--- src/shared/puec_pkg.sv ---
package puec_pkg;

  // ****************************************
  // Sizes
  // ****************************************
  localparam int NUM_CTR = 4;
  localparam int CTR_W = 48;
  localparam int EVT_W = 8;
  localparam int TID_W = 3;
  localparam int THR_N = 8;
  localparam int ADDR_W = 8;

  // ****************************************
  // Event codes
  // ****************************************
  localparam logic [7:0] EVT_UNIT_CYCLE = 8'h00;
  localparam logic [7:0] EVT_PROCHOT_INT = 8'h09;
  localparam logic [7:0] EVT_PROCHOT_EXT = 8'h0A;
  localparam logic [7:0] EVT_PKG_ACTIVE = 8'h2A;
  localparam logic [7:0] EVT_PKG_C2E = 8'h2B;
  localparam logic [7:0] EVT_PKG_C3 = 8'h2C;
  localparam logic [7:0] EVT_PKG_C6 = 8'h2D;
  localparam logic [7:0] EVT_MEM_SHED = 8'h2F;
  localparam logic [7:0] EVT_TOTAL_TRANS = 8'h72;
  localparam logic [7:0] EVT_FREQ_CHANGE = 8'h74;

  // ****************************************
  // Register map (byte addresses)
  // ****************************************
  localparam logic [7:0] OFS_CTL_BASE = 8'h00;
  localparam logic [7:0] OFS_CNT_BASE = 8'h10;
  localparam logic [7:0] OFS_CNT_END = 8'h2F;
  localparam logic [7:0] OFS_FILTER = 8'h30;
  localparam logic [7:0] OFS_STATUS = 8'h34;

  // ****************************************
  // Field positions and reset values
  // ****************************************
  localparam int CTL_EVT_LSB = 0;
  localparam int CTL_CLEAR_BIT = 17;
  localparam int CTL_EDGE_BIT = 18;
  localparam int CTL_EN_BIT = 22;
  localparam int CTL_INV_BIT = 23;
  localparam int FILT_TID_LSB = 0;
  localparam int FILT_EN_BIT = 8;
  localparam logic [31:0] CTL_RST = 32'h0000_0000;
  localparam logic [31:0] FILT_RST = 32'h0000_0000;

  // ****************************************
  // Types
  // ****************************************
  typedef enum logic [1:0] {
    PKG_C0 = 2'h0,
    PKG_C2E = 2'h1,
    PKG_C3 = 2'h2,
    PKG_C6 = 2'h3
  } puec_cstate_type;

  typedef struct packed {
    logic freq_changing;
    logic mem_phase_shed;
    logic prochot_ext;
    logic prochot_int;
    puec_cstate_type pkg_cstate;
    logic pkg_settled;
    logic [THR_N-1:0] thread_mask;
  } puec_cond_type;

  typedef struct packed {
    logic inv;
    logic en;
    logic edge_det;
    logic [EVT_W-1:0] evt;
  } puec_ctl_type;

  typedef struct packed {
    logic en;
    logic [TID_W-1:0] tid;
  } puec_filt_type;

endpackage

--- src/puec_event_select.sv ---
`timescale 1ns/1ps
module puec_event_select (
  // Conditions
  input wire puec_pkg::puec_cond_type i_cond,
  input wire logic i_core_trans_any,
  // Selection
  input wire logic [puec_pkg::EVT_W-1:0] i_evt,
  input wire puec_pkg::puec_filt_type i_filt,
  // Result
  output logic o_hit,
  output logic o_defined
);

  // ****************************************
  // Condition mux
  // ****************************************
  logic raw;
  logic thr_ok;
  logic filterable;

  always_comb begin
    raw = 1'b0;
    o_defined = 1'b1;
    filterable = 1'b1;
    unique case (i_evt)
      puec_pkg::EVT_UNIT_CYCLE: begin
        raw = 1'b1;
        filterable = 1'b0;
      end
      puec_pkg::EVT_FREQ_CHANGE: begin
        raw = i_cond.freq_changing;
        filterable = 1'b0;
      end
      puec_pkg::EVT_MEM_SHED: raw = i_cond.mem_phase_shed;
      // Residency only counts once the state has settled
      puec_pkg::EVT_PKG_ACTIVE: raw = i_cond.pkg_settled && i_cond.pkg_cstate == puec_pkg::PKG_C0;
      puec_pkg::EVT_PKG_C2E: raw = i_cond.pkg_settled && i_cond.pkg_cstate == puec_pkg::PKG_C2E;
      puec_pkg::EVT_PKG_C3: raw = i_cond.pkg_settled && i_cond.pkg_cstate == puec_pkg::PKG_C3;
      puec_pkg::EVT_PKG_C6: raw = i_cond.pkg_settled && i_cond.pkg_cstate == puec_pkg::PKG_C6;
      puec_pkg::EVT_PROCHOT_EXT: raw = i_cond.prochot_ext;
      puec_pkg::EVT_PROCHOT_INT: raw = i_cond.prochot_int;
      puec_pkg::EVT_TOTAL_TRANS: raw = i_core_trans_any;
      default: o_defined = 1'b0;
    endcase
    thr_ok = !i_filt.en || !filterable || i_cond.thread_mask[i_filt.tid];
    o_hit = raw && thr_ok;
  end

endmodule // puec_event_select

--- src/puec_counter.sv ---
`timescale 1ns/1ps
module puec_counter (
  // Clock and reset
  input wire logic i_clock,
  input wire logic i_rst_n,
  // Control
  input wire puec_pkg::puec_ctl_type i_ctl,
  input wire logic i_hit,
  input wire logic i_defined,
  // Software access
  input wire logic i_clear,
  input wire logic i_load_lo,
  input wire logic i_load_hi,
  input wire logic [31:0] i_wdata,
  // Count
  output logic [puec_pkg::CTR_W-1:0] o_count
);

  // ****************************************
  // Qualification and count
  // ****************************************
  logic [puec_pkg::CTR_W-1:0] cnt_r;
  logic [puec_pkg::CTR_W-1:0] cnt_nxt;
  logic prev_r;
  logic prev_nxt;
  logic q;
  logic pulse;

  always_comb begin
    q = i_hit ^ i_ctl.inv;
    pulse = i_ctl.edge_det ? (q && !prev_r) : q;
    prev_nxt = q;
    cnt_nxt = cnt_r;
    // A software write wins over a count in the same cycle
    if (i_clear) begin
      cnt_nxt = '0;
    end else if (i_load_lo) begin
      cnt_nxt[31:0] = i_wdata;
    end else if (i_load_hi) begin
      cnt_nxt[puec_pkg::CTR_W-1:32] = i_wdata[puec_pkg::CTR_W-33:0];
    end else if (i_ctl.en && i_defined && pulse) begin
      cnt_nxt = cnt_r + {{(puec_pkg::CTR_W-1){1'b0}}, 1'b1};
    end
  end

  always_ff @(posedge i_clock or negedge i_rst_n) begin
    if (!i_rst_n) begin
      cnt_r <= '0;
      prev_r <= 1'b0;
    end else begin
      cnt_r <= cnt_nxt;
      prev_r <= prev_nxt;
    end
  end

  assign o_count = cnt_r;

endmodule // puec_counter

--- src/puec_top.sv ---
`timescale 1ns/1ps
module puec_top #(
  parameter int NUM_CORES = 8
) (
  // Clock and reset
  input wire logic i_clock,
  input wire logic i_rst_n,
  // Avalon-MM slave
  input wire logic [puec_pkg::ADDR_W-1:0] i_address,
  input wire logic i_read,
  input wire logic i_write,
  input wire logic [3:0] i_byteenable,
  input wire logic [31:0] i_writedata,
  output logic [31:0] o_readdata,
  output logic o_waitrequest,
  // Power-control conditions
  input wire puec_pkg::puec_cond_type i_cond,
  input wire logic [NUM_CORES-1:0] i_core_trans
);

  // ****************************************
  // Declarations
  // ****************************************
  puec_pkg::puec_ctl_type ctl_r [puec_pkg::NUM_CTR];
  puec_pkg::puec_ctl_type ctl_nxt [puec_pkg::NUM_CTR];
  puec_pkg::puec_filt_type filt_r;
  puec_pkg::puec_filt_type filt_nxt;
  logic [31:0] readdata_r;
  logic [31:0] readdata_nxt;
  logic waitrequest_r;
  logic waitrequest_nxt;

  logic [puec_pkg::CTR_W-1:0] count [puec_pkg::NUM_CTR];
  logic [puec_pkg::NUM_CTR-1:0] hit;
  logic [puec_pkg::NUM_CTR-1:0] defined;
  logic [puec_pkg::NUM_CTR-1:0] clear;
  logic [puec_pkg::NUM_CTR-1:0] load_lo;
  logic [puec_pkg::NUM_CTR-1:0] load_hi;
  logic [31:0] cnt_wdata [puec_pkg::NUM_CTR];

  logic core_trans_any;
  logic acc;
  logic wr_fire;
  logic in_ctl;
  logic in_cnt;
  logic [1:0] ctl_idx;
  logic [1:0] cnt_idx;
  logic cnt_hi;
  logic [puec_pkg::ADDR_W-1:0] cnt_off;
  logic [31:0] rd_mux;
  logic [31:0] wr_word;
  logic [31:0] old_word;
  logic [31:0] status_word;

  // ****************************************
  // Helpers
  // ****************************************
  function automatic logic [31:0] be_merge(
    input logic [31:0] old_v,
    input logic [31:0] new_v,
    input logic [3:0] be
  );
    logic [31:0] res;
    res = old_v;
    for (int b = 0; b < 4; b++) begin
      if (be[b]) begin
        res[b*8 +: 8] = new_v[b*8 +: 8];
      end
    end
    return res;
  endfunction

  function automatic logic [31:0] ctl_word(input puec_pkg::puec_ctl_type c);
    logic [31:0] w;
    w = puec_pkg::CTL_RST;
    w[puec_pkg::CTL_EVT_LSB +: puec_pkg::EVT_W] = c.evt;
    w[puec_pkg::CTL_EDGE_BIT] = c.edge_det;
    w[puec_pkg::CTL_EN_BIT] = c.en;
    w[puec_pkg::CTL_INV_BIT] = c.inv;
    return w;
  endfunction

  function automatic puec_pkg::puec_ctl_type ctl_unpack(input logic [31:0] w);
    puec_pkg::puec_ctl_type c;
    c.evt = w[puec_pkg::CTL_EVT_LSB +: puec_pkg::EVT_W];
    c.edge_det = w[puec_pkg::CTL_EDGE_BIT];
    c.en = w[puec_pkg::CTL_EN_BIT];
    c.inv = w[puec_pkg::CTL_INV_BIT];
    return c;
  endfunction

  function automatic logic [31:0] filt_word(input puec_pkg::puec_filt_type f);
    logic [31:0] w;
    w = puec_pkg::FILT_RST;
    w[puec_pkg::FILT_TID_LSB +: puec_pkg::TID_W] = f.tid;
    w[puec_pkg::FILT_EN_BIT] = f.en;
    return w;
  endfunction

  // ****************************************
  // Address decode
  // ****************************************
  always_comb begin
    in_ctl = i_address[7:4] == puec_pkg::OFS_CTL_BASE[7:4];
    in_cnt = i_address >= puec_pkg::OFS_CNT_BASE && i_address <= puec_pkg::OFS_CNT_END;
    ctl_idx = i_address[3:2];
    cnt_off = i_address - puec_pkg::OFS_CNT_BASE;
    cnt_idx = cnt_off[4:3];
    cnt_hi = cnt_off[2];
    // The whole core count is folded into one bit so one cycle never adds more than one
    core_trans_any = |i_core_trans;
    status_word = '0;
    status_word[0] = i_cond.freq_changing;
    status_word[1] = i_cond.mem_phase_shed;
    status_word[2] = i_cond.prochot_ext;
    status_word[3] = i_cond.prochot_int;
    status_word[5:4] = i_cond.pkg_cstate;
    status_word[6] = i_cond.pkg_settled;
    status_word[7] = core_trans_any;
    status_word[8 +: puec_pkg::THR_N] = i_cond.thread_mask;
  end

  // ****************************************
  // Read mux
  // ****************************************
  always_comb begin
    rd_mux = 32'h0000_0000;
    old_word = 32'h0000_0000;
    if (in_ctl) begin
      rd_mux = ctl_word(ctl_r[ctl_idx]);
    end else if (in_cnt) begin
      if (cnt_hi) begin
        rd_mux[puec_pkg::CTR_W-33:0] = count[cnt_idx][puec_pkg::CTR_W-1:32];
      end else begin
        rd_mux = count[cnt_idx][31:0];
      end
    end else if (i_address == puec_pkg::OFS_FILTER) begin
      rd_mux = filt_word(filt_r);
    end else if (i_address == puec_pkg::OFS_STATUS) begin
      rd_mux = status_word;
    end
    old_word = rd_mux;
    wr_word = be_merge(old_word, i_writedata, i_byteenable);
  end

  // ****************************************
  // Bus handshake and register writes
  // ****************************************
  // Fixed one wait state: request seen, then answered on the next edge.
  // This costs a cycle but keeps every bus output on a flop.
  always_comb begin
    acc = (i_read || i_write) && waitrequest_r;
    wr_fire = i_write && !waitrequest_r;
    waitrequest_nxt = !acc;
    readdata_nxt = (acc && i_read) ? rd_mux : readdata_r;
    filt_nxt = filt_r;
    clear = '0;
    load_lo = '0;
    load_hi = '0;
    for (int n = 0; n < puec_pkg::NUM_CTR; n++) begin
      ctl_nxt[n] = ctl_r[n];
      cnt_wdata[n] = wr_word;
    end
    if (wr_fire) begin
      if (in_ctl) begin
        ctl_nxt[ctl_idx] = ctl_unpack(wr_word);
        clear[ctl_idx] = wr_word[puec_pkg::CTL_CLEAR_BIT];
      end else if (in_cnt) begin
        if (cnt_hi) begin
          load_hi[cnt_idx] = 1'b1;
        end else begin
          load_lo[cnt_idx] = 1'b1;
        end
      end else if (i_address == puec_pkg::OFS_FILTER) begin
        filt_nxt.tid = wr_word[puec_pkg::FILT_TID_LSB +: puec_pkg::TID_W];
        filt_nxt.en = wr_word[puec_pkg::FILT_EN_BIT];
      end
    end
  end

  always_ff @(posedge i_clock or negedge i_rst_n) begin
    if (!i_rst_n) begin
      for (int n = 0; n < puec_pkg::NUM_CTR; n++) begin
        ctl_r[n] <= '0;
      end
      filt_r <= '0;
      readdata_r <= 32'h0000_0000;
      waitrequest_r <= 1'b1;
    end else begin
      for (int n = 0; n < puec_pkg::NUM_CTR; n++) begin
        ctl_r[n] <= ctl_nxt[n];
      end
      filt_r <= filt_nxt;
      readdata_r <= readdata_nxt;
      waitrequest_r <= waitrequest_nxt;
    end
  end

  assign o_readdata = readdata_r;
  assign o_waitrequest = waitrequest_r;

  // ****************************************
  // Counter channels
  // ****************************************
  // Every channel gets the full event mux, so any code runs on any counter
  for (genvar g = 0; g < puec_pkg::NUM_CTR; g++) begin : g_ctr
    puec_event_select u_sel (
      .i_cond(i_cond),
      .i_core_trans_any(core_trans_any),
      .i_evt(ctl_r[g].evt),
      .i_filt(filt_r),
      .o_hit(hit[g]),
      .o_defined(defined[g])
    );

    puec_counter u_cnt (
      .i_clock(i_clock),
      .i_rst_n(i_rst_n),
      .i_ctl(ctl_r[g]),
      .i_hit(hit[g]),
      .i_defined(defined[g]),
      .i_clear(clear[g]),
      .i_load_lo(load_lo[g]),
      .i_load_hi(load_hi[g]),
      .i_wdata(cnt_wdata[g]),
      .o_count(count[g])
    );
  end

endmodule // puec_top

--- config.mk ---
export PLATFORM = sky130hd
export DESIGN_NAME = puec_top
export DESIGN_NICKNAME = d
export VERILOG_FILES = /design/src/shared/puec_pkg.sv /design/src/puec_event_select.sv /design/src/puec_counter.sv /design/src/puec_top.sv
export SDC_FILE = /design/constraint.sdc
export NUM_CORES = 1
export LEC_CHECK = 0
export CAP_MARGIN = 0
export CORE_MARGIN = 5
export CORE_UTILIZATION = 58
export DETAILED_ROUTE_END_ITERATION = 16
export DONT_BUFFER_PORTS = 1
export PLACE_DENSITY = 0.8
export REMOVE_ABC_BUFFERS = 1
export SLEW_MARGIN = 20
export SYNTH_ARGS = -nofsm -noshare
export SYNTH_HDL_FRONTEND = slang
export SYNTH_SLANG_ARGS = --single-unit
--- constraint.sdc ---
create_clock -name i_clock -period 5.4 [get_ports i_clock]
set_input_delay 0 -clock i_clock [delete_from_list [all_inputs] [get_ports i_clock]]
set_output_delay 0 -clock i_clock [all_outputs]
set_load 0.02 [all_outputs]
### After elaboration in Yosys (flattened, before gate mapping)

Index checks and enable logic that the tools add are counted.

* input bits: 71
* output and inout bits: 33
* logic and storage cells: 252
* register bits after elaboration: 277

* add/subtract/negate cells: 5
* bitwise logic cells: 9
* $lt $le $gt $ge: 10
* eq/ne operators: 49
* multiplexer cells: 71
* reductions and logical operators: 76

Operator list (number)
* two-way mux 48 bit: 10
* two-way mux 32 bit: 10
* adder 48 x 1 -> 48 bit, second input constant: 4
* two-way mux 16 bit: 12
* == test 8 x 6 -> 1 bit, second input constant: 22
* binary-select mux 48 bit (select 2 bit): 1
* == test 8 x 4 -> 1 bit, second input constant: 8
* == test 8 x 7 -> 1 bit, second input constant: 8
* bitwise mux 44 bit: 1
* two-way mux 4 bit: 10
* one-hot mux 1 bit (10 select lines): 4
* OR reduction 10 bit: 4
* two-way mux 11 bit: 3
* logical NOT 8 bit: 4
* two-way mux 8 bit: 4
* logical AND 1 bit: 27
* nonzero test 3 bit: 8
* binary-select mux 11 bit (select 2 bit): 1
* demux 11 bit (select 2 bit): 1
* AND reduction 2 bit: 9
* inequality test 3 bit, second input constant: 4
* two-way mux 1 bit: 11
* logical OR 1 bit: 9
* >= comparator 8 x 5 -> 1 bit, second input constant: 1
* 22 further kinds: 44

### Logic depth before layout (Yosys ltp)

* depth in word-level cells: 14
* depth in mapped cells: 13
* mapped depth without buffers: 10

### Modules after synthesis

From an unflattened synthesis, not the netlist that was laid out.

* cells, all modules: 2325
* area total of the unflattened synthesis: 19752.7 um2

By module, submodules not included
* puec_counter: instances 4, cells each 394, area each 3205.6 um2, seq. area each 1226.2 um2
* puec_top: instances 1, cells each 597, area each 5699.2 um2, seq. area each 2028.2 um2
* puec_event_select: instances 4, cells each 38, area each 307.8 um2, seq. area each 0.0 um2

### Worst setup path after synthesis

Ideal clock, no wire load.

* path type: reg2reg
* start point: register ctl_r[16] (netlist bit)
* end point: register g_ctr[2].u_cnt.cnt_r (netlist bit g_ctr[2].u_cnt.o_count[11])
* library setup time: 0.121 ns
* clock period less this slack: 2.645 ns
* path buffers: 2
* slack: 2.755 ns
* arrival: 2.524 ns
* stages on the path, launching flop included: 11
* required time: 5.279 ns
* cells stage by stage: dfrtp_1 > buf_2 > or4_4 > a2111oi_2 > o32ai_2 > xor2_2 > nor3_4 > nand2b_1 > buf_4 > o21a_1 > o22a_1

* longest elaborated chain between the ends: 11
* elaborated cells on any way between the ends: 24
* classes of those cells: eq/ne (9); mux (3); bitwise (1); reduce/logical (11)

RTL lines
* start, declared: line puec_top.sv:24 `puec_pkg::puec_ctl_type ctl_r [puec_pkg::NUM_CTR];`
* start signal, assigned by index: line puec_top.sv:191 `ctl_r[n] <= ctl_nxt[n];`
* parallel branches: the longest is 8 deep, another holds one-hot mux 1 bit (10 select lines)
* logical AND 1 bit *: line puec_counter.sv:41 `end else if (i_ctl.en && i_defined && pulse) begin`
* nonzero test 3 bit (no source line) *
* AND reduction 2 bit (no source line) *
* end signal, assigned: line puec_counter.sv:51 `cnt_r <= cnt_nxt;`
* end, declared: line puec_counter.sv:22 `logic [puec_pkg::CTR_W-1:0] cnt_r;`

Every way passes the cells marked *.
A chain may end at the register's enable or synchronous reset.

### Worst setup path in the final report

* start point: register ctl_r[7] (netlist bit)
* end point: register g_ctr[3].u_cnt.cnt_r (netlist bit g_ctr[3].u_cnt.o_count[3])

* longest elaborated chain between the ends: 11
* elaborated cells on any way between the ends: 24
* classes of those cells: eq/ne (9); mux (3); bitwise (1); reduce/logical (11)

RTL lines
* parallel branches: the longest is 4 deep, another holds one-hot mux 1 bit (10 select lines)
* logical AND 1 bit *: line puec_event_select.sv:46 `o_hit = raw && thr_ok;`
* bitwise XOR 1 bit *: line puec_counter.sv:30 `q = i_hit ^ i_ctl.inv;`
* named net g_ctr[3].u_cnt.prev_nxt: line puec_counter.sv:25 `logic prev_nxt;`
* logical AND 1 bit: line puec_counter.sv:31 `pulse = i_ctl.edge_det ? (q && !prev_r) : q;`
* two-way mux 1 bit *: line puec_counter.sv:31
* logical AND 1 bit *: line puec_counter.sv:41
* nonzero test 3 bit (no source line) *
* AND reduction 2 bit (no source line) *
* end signal, assigned: line puec_counter.sv:51
* end, declared: line puec_counter.sv:22

Mark *: on every way through the listed nets, which the timed path passes.

==> flow_summary.yaml <==
sta:
  tightest_slew_ns: 1.24
  fin_tns_setup_ns: 0
  setup_ws_ns: 0.821
  hold_viol: 277
  timing.final.crit_share: 0.848
  final.setup_skew_ns: 0.0293
  slew_violations: 0
  fmax_mhz: 218
  setup_viol: 0
  rsz0062_at_grt: "false"
  holdWs_ns: -0.807
  slew_headroom: 0.167
  fin_crit_ns: 4.58
clocking:
  cts.clk_slew.worst_paths_ns: 0.06
  clock_latency_ns: 0.53
  cts_resized: 0
  cts_tree: "done"
  cts_buffers: 34
  cts.path.max_buffers: 3
  cts_hold_buffers: 48
  ctsHtreeMaxLevel: 2
  root_buffer: "clkbuf_16"
  clock-sinks: 277
status:
  outcome: "complete, but fails checks"
  violations: "hold timing"
detailed_routing:
  drc_errors: 0
  post_drt_via_cell_ratio: 7.35
  wl_per_cell_um: 28.3
  vias: 18100
  routed_wl_um: 69800
  drtIter0Drc: 2764
  dr.pass1.iters: 6
  ant_nets: 0
worst_setup_path:
  reg2reg_from: "ctl_r[7]$_DFFE_PN0P_"
  path_class: "register to register"
  cp_max_fo: 15
  cp.arrival_ns: 4.96
  crit_path_start: "ctl_r[7]$_DFFE_PN0P_"
  endpoint_kind: "register"
  crit_required_ns: 5.78
  cp-start-kind: "register"
placed_design:
  routabilityCongestion: 1.04
  dpl.hpwl_um: 47900
  pre_cts_slack_ns: 1.52
  port_buffers: 0
worst_hold_path:
  hold_class: "primary input to asynchronous set/reset pin"
grt:
  grt_use_total: 0.398
  globalRouteOverflowTotal: 0
  grt_start_max_net_pins: 278
  grt_pass1_wl_um: 105000
  antenna_found_initial: 2
  grt_pass1_vias: 17100
synth:
  synthCells: 2039
  synth_flop_cell: "dfrtp_1"
  ys_seq_elements: 277
  ys_warn_count: 0
  synth_edf_count: 0
  synth_area_um2: 18000
  synth_cell_type_count: 93
  ys_async_sr_fraction: 1.00
  syn_area_per_cell_um2: 8.83
  yosysSeqAreaShare: 0.385
cells_and_area:
  final_layout_size_suffix_gt1_frac: 0.106
  final_common_cell: "nand2_1"
  fin_nets: 2121
  nFillCells: 2467
  final_cell_mix: "294 x nand2_1, 276 x dfrtp_1, 165 x nor2_1"
  syn_to_final_growth_pct: 10.7
die:
  fp.dieH_um: 186
  die_w_um: 186
  die-area_um2: 34700
  initial_core_util: 0.589
  rows: 64
  core_um2: 30600
  io-pin-count: 104
power_and_ir_drop:
  p_per_area_nw_per_um2: 285
  vdd_drop_max_uv: 239
  leakage_nw: 8.13
run:
  cap_viol_max_count: 0
==> area by class of cell <==
class                   instances  area (um^2)  area share
diodes                          1         2.50    0.000125
clock buffers                  46          977      0.0490
clock inverters                15          185     0.00928
inverters                      36          135     0.00677
multi-input cells            1610        10500       0.524
flip-flops and latches        277         6930       0.348
well taps                     396          495      0.0248
repair buffers                 87          763      0.0383
==> Yosys cell counts, types with 7 or more instances <==
cell type,n,area (um^2)
nand4_1,46,288
buf_2,33,165
or2_2,8,50.1
o211ai_1,15,113
mux2_2,15,169
xnor2_1,60,526
a22o_1,7,61.3
o22a_1,22,193
o21ai_0,153,766
a21o_1,9,67.6
buf_4,7,52.6
xor2_1,46,403
nand2b_1,21,131
nand2_1,295,1110
mux4_2,59,1330
and3_1,54,338
nor4_1,17,106
nor3_1,33,165
nor2_1,167,627
a22oi_1,14,105
nand3b_1,8,60.1
dfrtp_1,276,6910
and4_1,13,114
o21ai_1,14,70.1
clkbuf_1,69,259
a31oi_1,31,194
o21a_1,11,82.6
o22ai_1,96,601
o2bb2ai_1,7,61.3
nor2b_1,10,62.6
and2_1,17,106
a21oi_1,119,596
nor3b_1,7,52.6
mux2i_1,29,290
nand3_1,88,440
inv_1,36,135
==> state kept, by name, summed over array words and instances, names as in the netlist <==
name,flops
g_ctr.u_cnt.prev_r,4
o_waitrequest,1
o_readdata,32
g_ctr.u_cnt.o_count,192
filt_r,4
ctl_r,44
==> power breakdown <==
group          internal (mW)  switching, mW  leakage (nW)  total, mW
sequential              2.24          0.240          3.70       2.48
clock                   1.46          0.948         0.577       2.41
combinational          0.352          0.453          3.86      0.805
==> timing repair <==
action                                  4_1_cts  5_1_grt
hold endpoints to repair                    416      277
endpoints found under the setup margin        0        0
buffers inserted                              0        0
==> logic make-up (layout without fill, tap and decap cells) <==
group,after synthesis,after routing,synth area share
xor+xnor,107,107,0.0524
other cells,0,1,0
compound gates,570,570,0.198
fa+ha+maj,4,4,0.00278
simple gates,826,826,0.227
mux,103,103,0.0993
buf+inv,152,184,0.0359
flops,277,277,0.385
==> per-stage QoR <==
step	utilization	power, mW	hold slack (ns)	instance area (um^2)	std cells
finish	0.652	5.70	-0.807	19900	2468
global route	0.652	5.84	-0.818	19900	2467
CTS	0.652	5.65	-0.830	20000	2467
detailed placement	0.599	3.23	-0.279	18300	2358
global placement	0.599	3.20	-0.278	18300	2358
floorplan	-	2.95	-0.296	17500	1923
==> worst max-delay path, stage by stage (launching register included) <==
cell and delay (ns):
dfrtp_1 0.47, nor4b_1 0.69, and2_1 0.22, a211oi_1 0.12
a211o_1 0.32, o211ai_2 0.44, and3_1 0.81, buf_4 0.36
nand2_1 0.10, xor2_1 0.17, o22ai_1 0.13, dlygate4sd3_1 0.61
==> routing by layer <==
layer	vias up	global-route usage	wire length, um
met5	-	0	13
met4	2	0.197	4450
met3	314	0.121	9950
met2	1469	0.594	30000
met1	8781	0.530	25300
li1	7581	-	-
==> worst paths after layout <==
kind / slack (ns) / to / cells after the start
worst max-delay path: 0.82 / g_ctr[3].u_cnt.o_count[3]$_DFFE_PN0P_ / 11
worst min-delay path: -0.81 / ctl_r[2]$_DFFE_PN0P_ / 0
worst max register to register: 0.82 / g_ctr[3].u_cnt.o_count[3]$_DFFE_PN0P_ / 11
worst min register to register: 0.52 / ctl_r[42]$_DFFE_PN0P_ / 2
max in group asynchronous: 5.32 / g_ctr[3].u_cnt.o_count[13]$_DFFE_PN0P_ / 0
min in group i_clock: 0 / o_readdata[7]$_DFFE_PN0P_ / 4
Power figures use the tool's default switching activity.
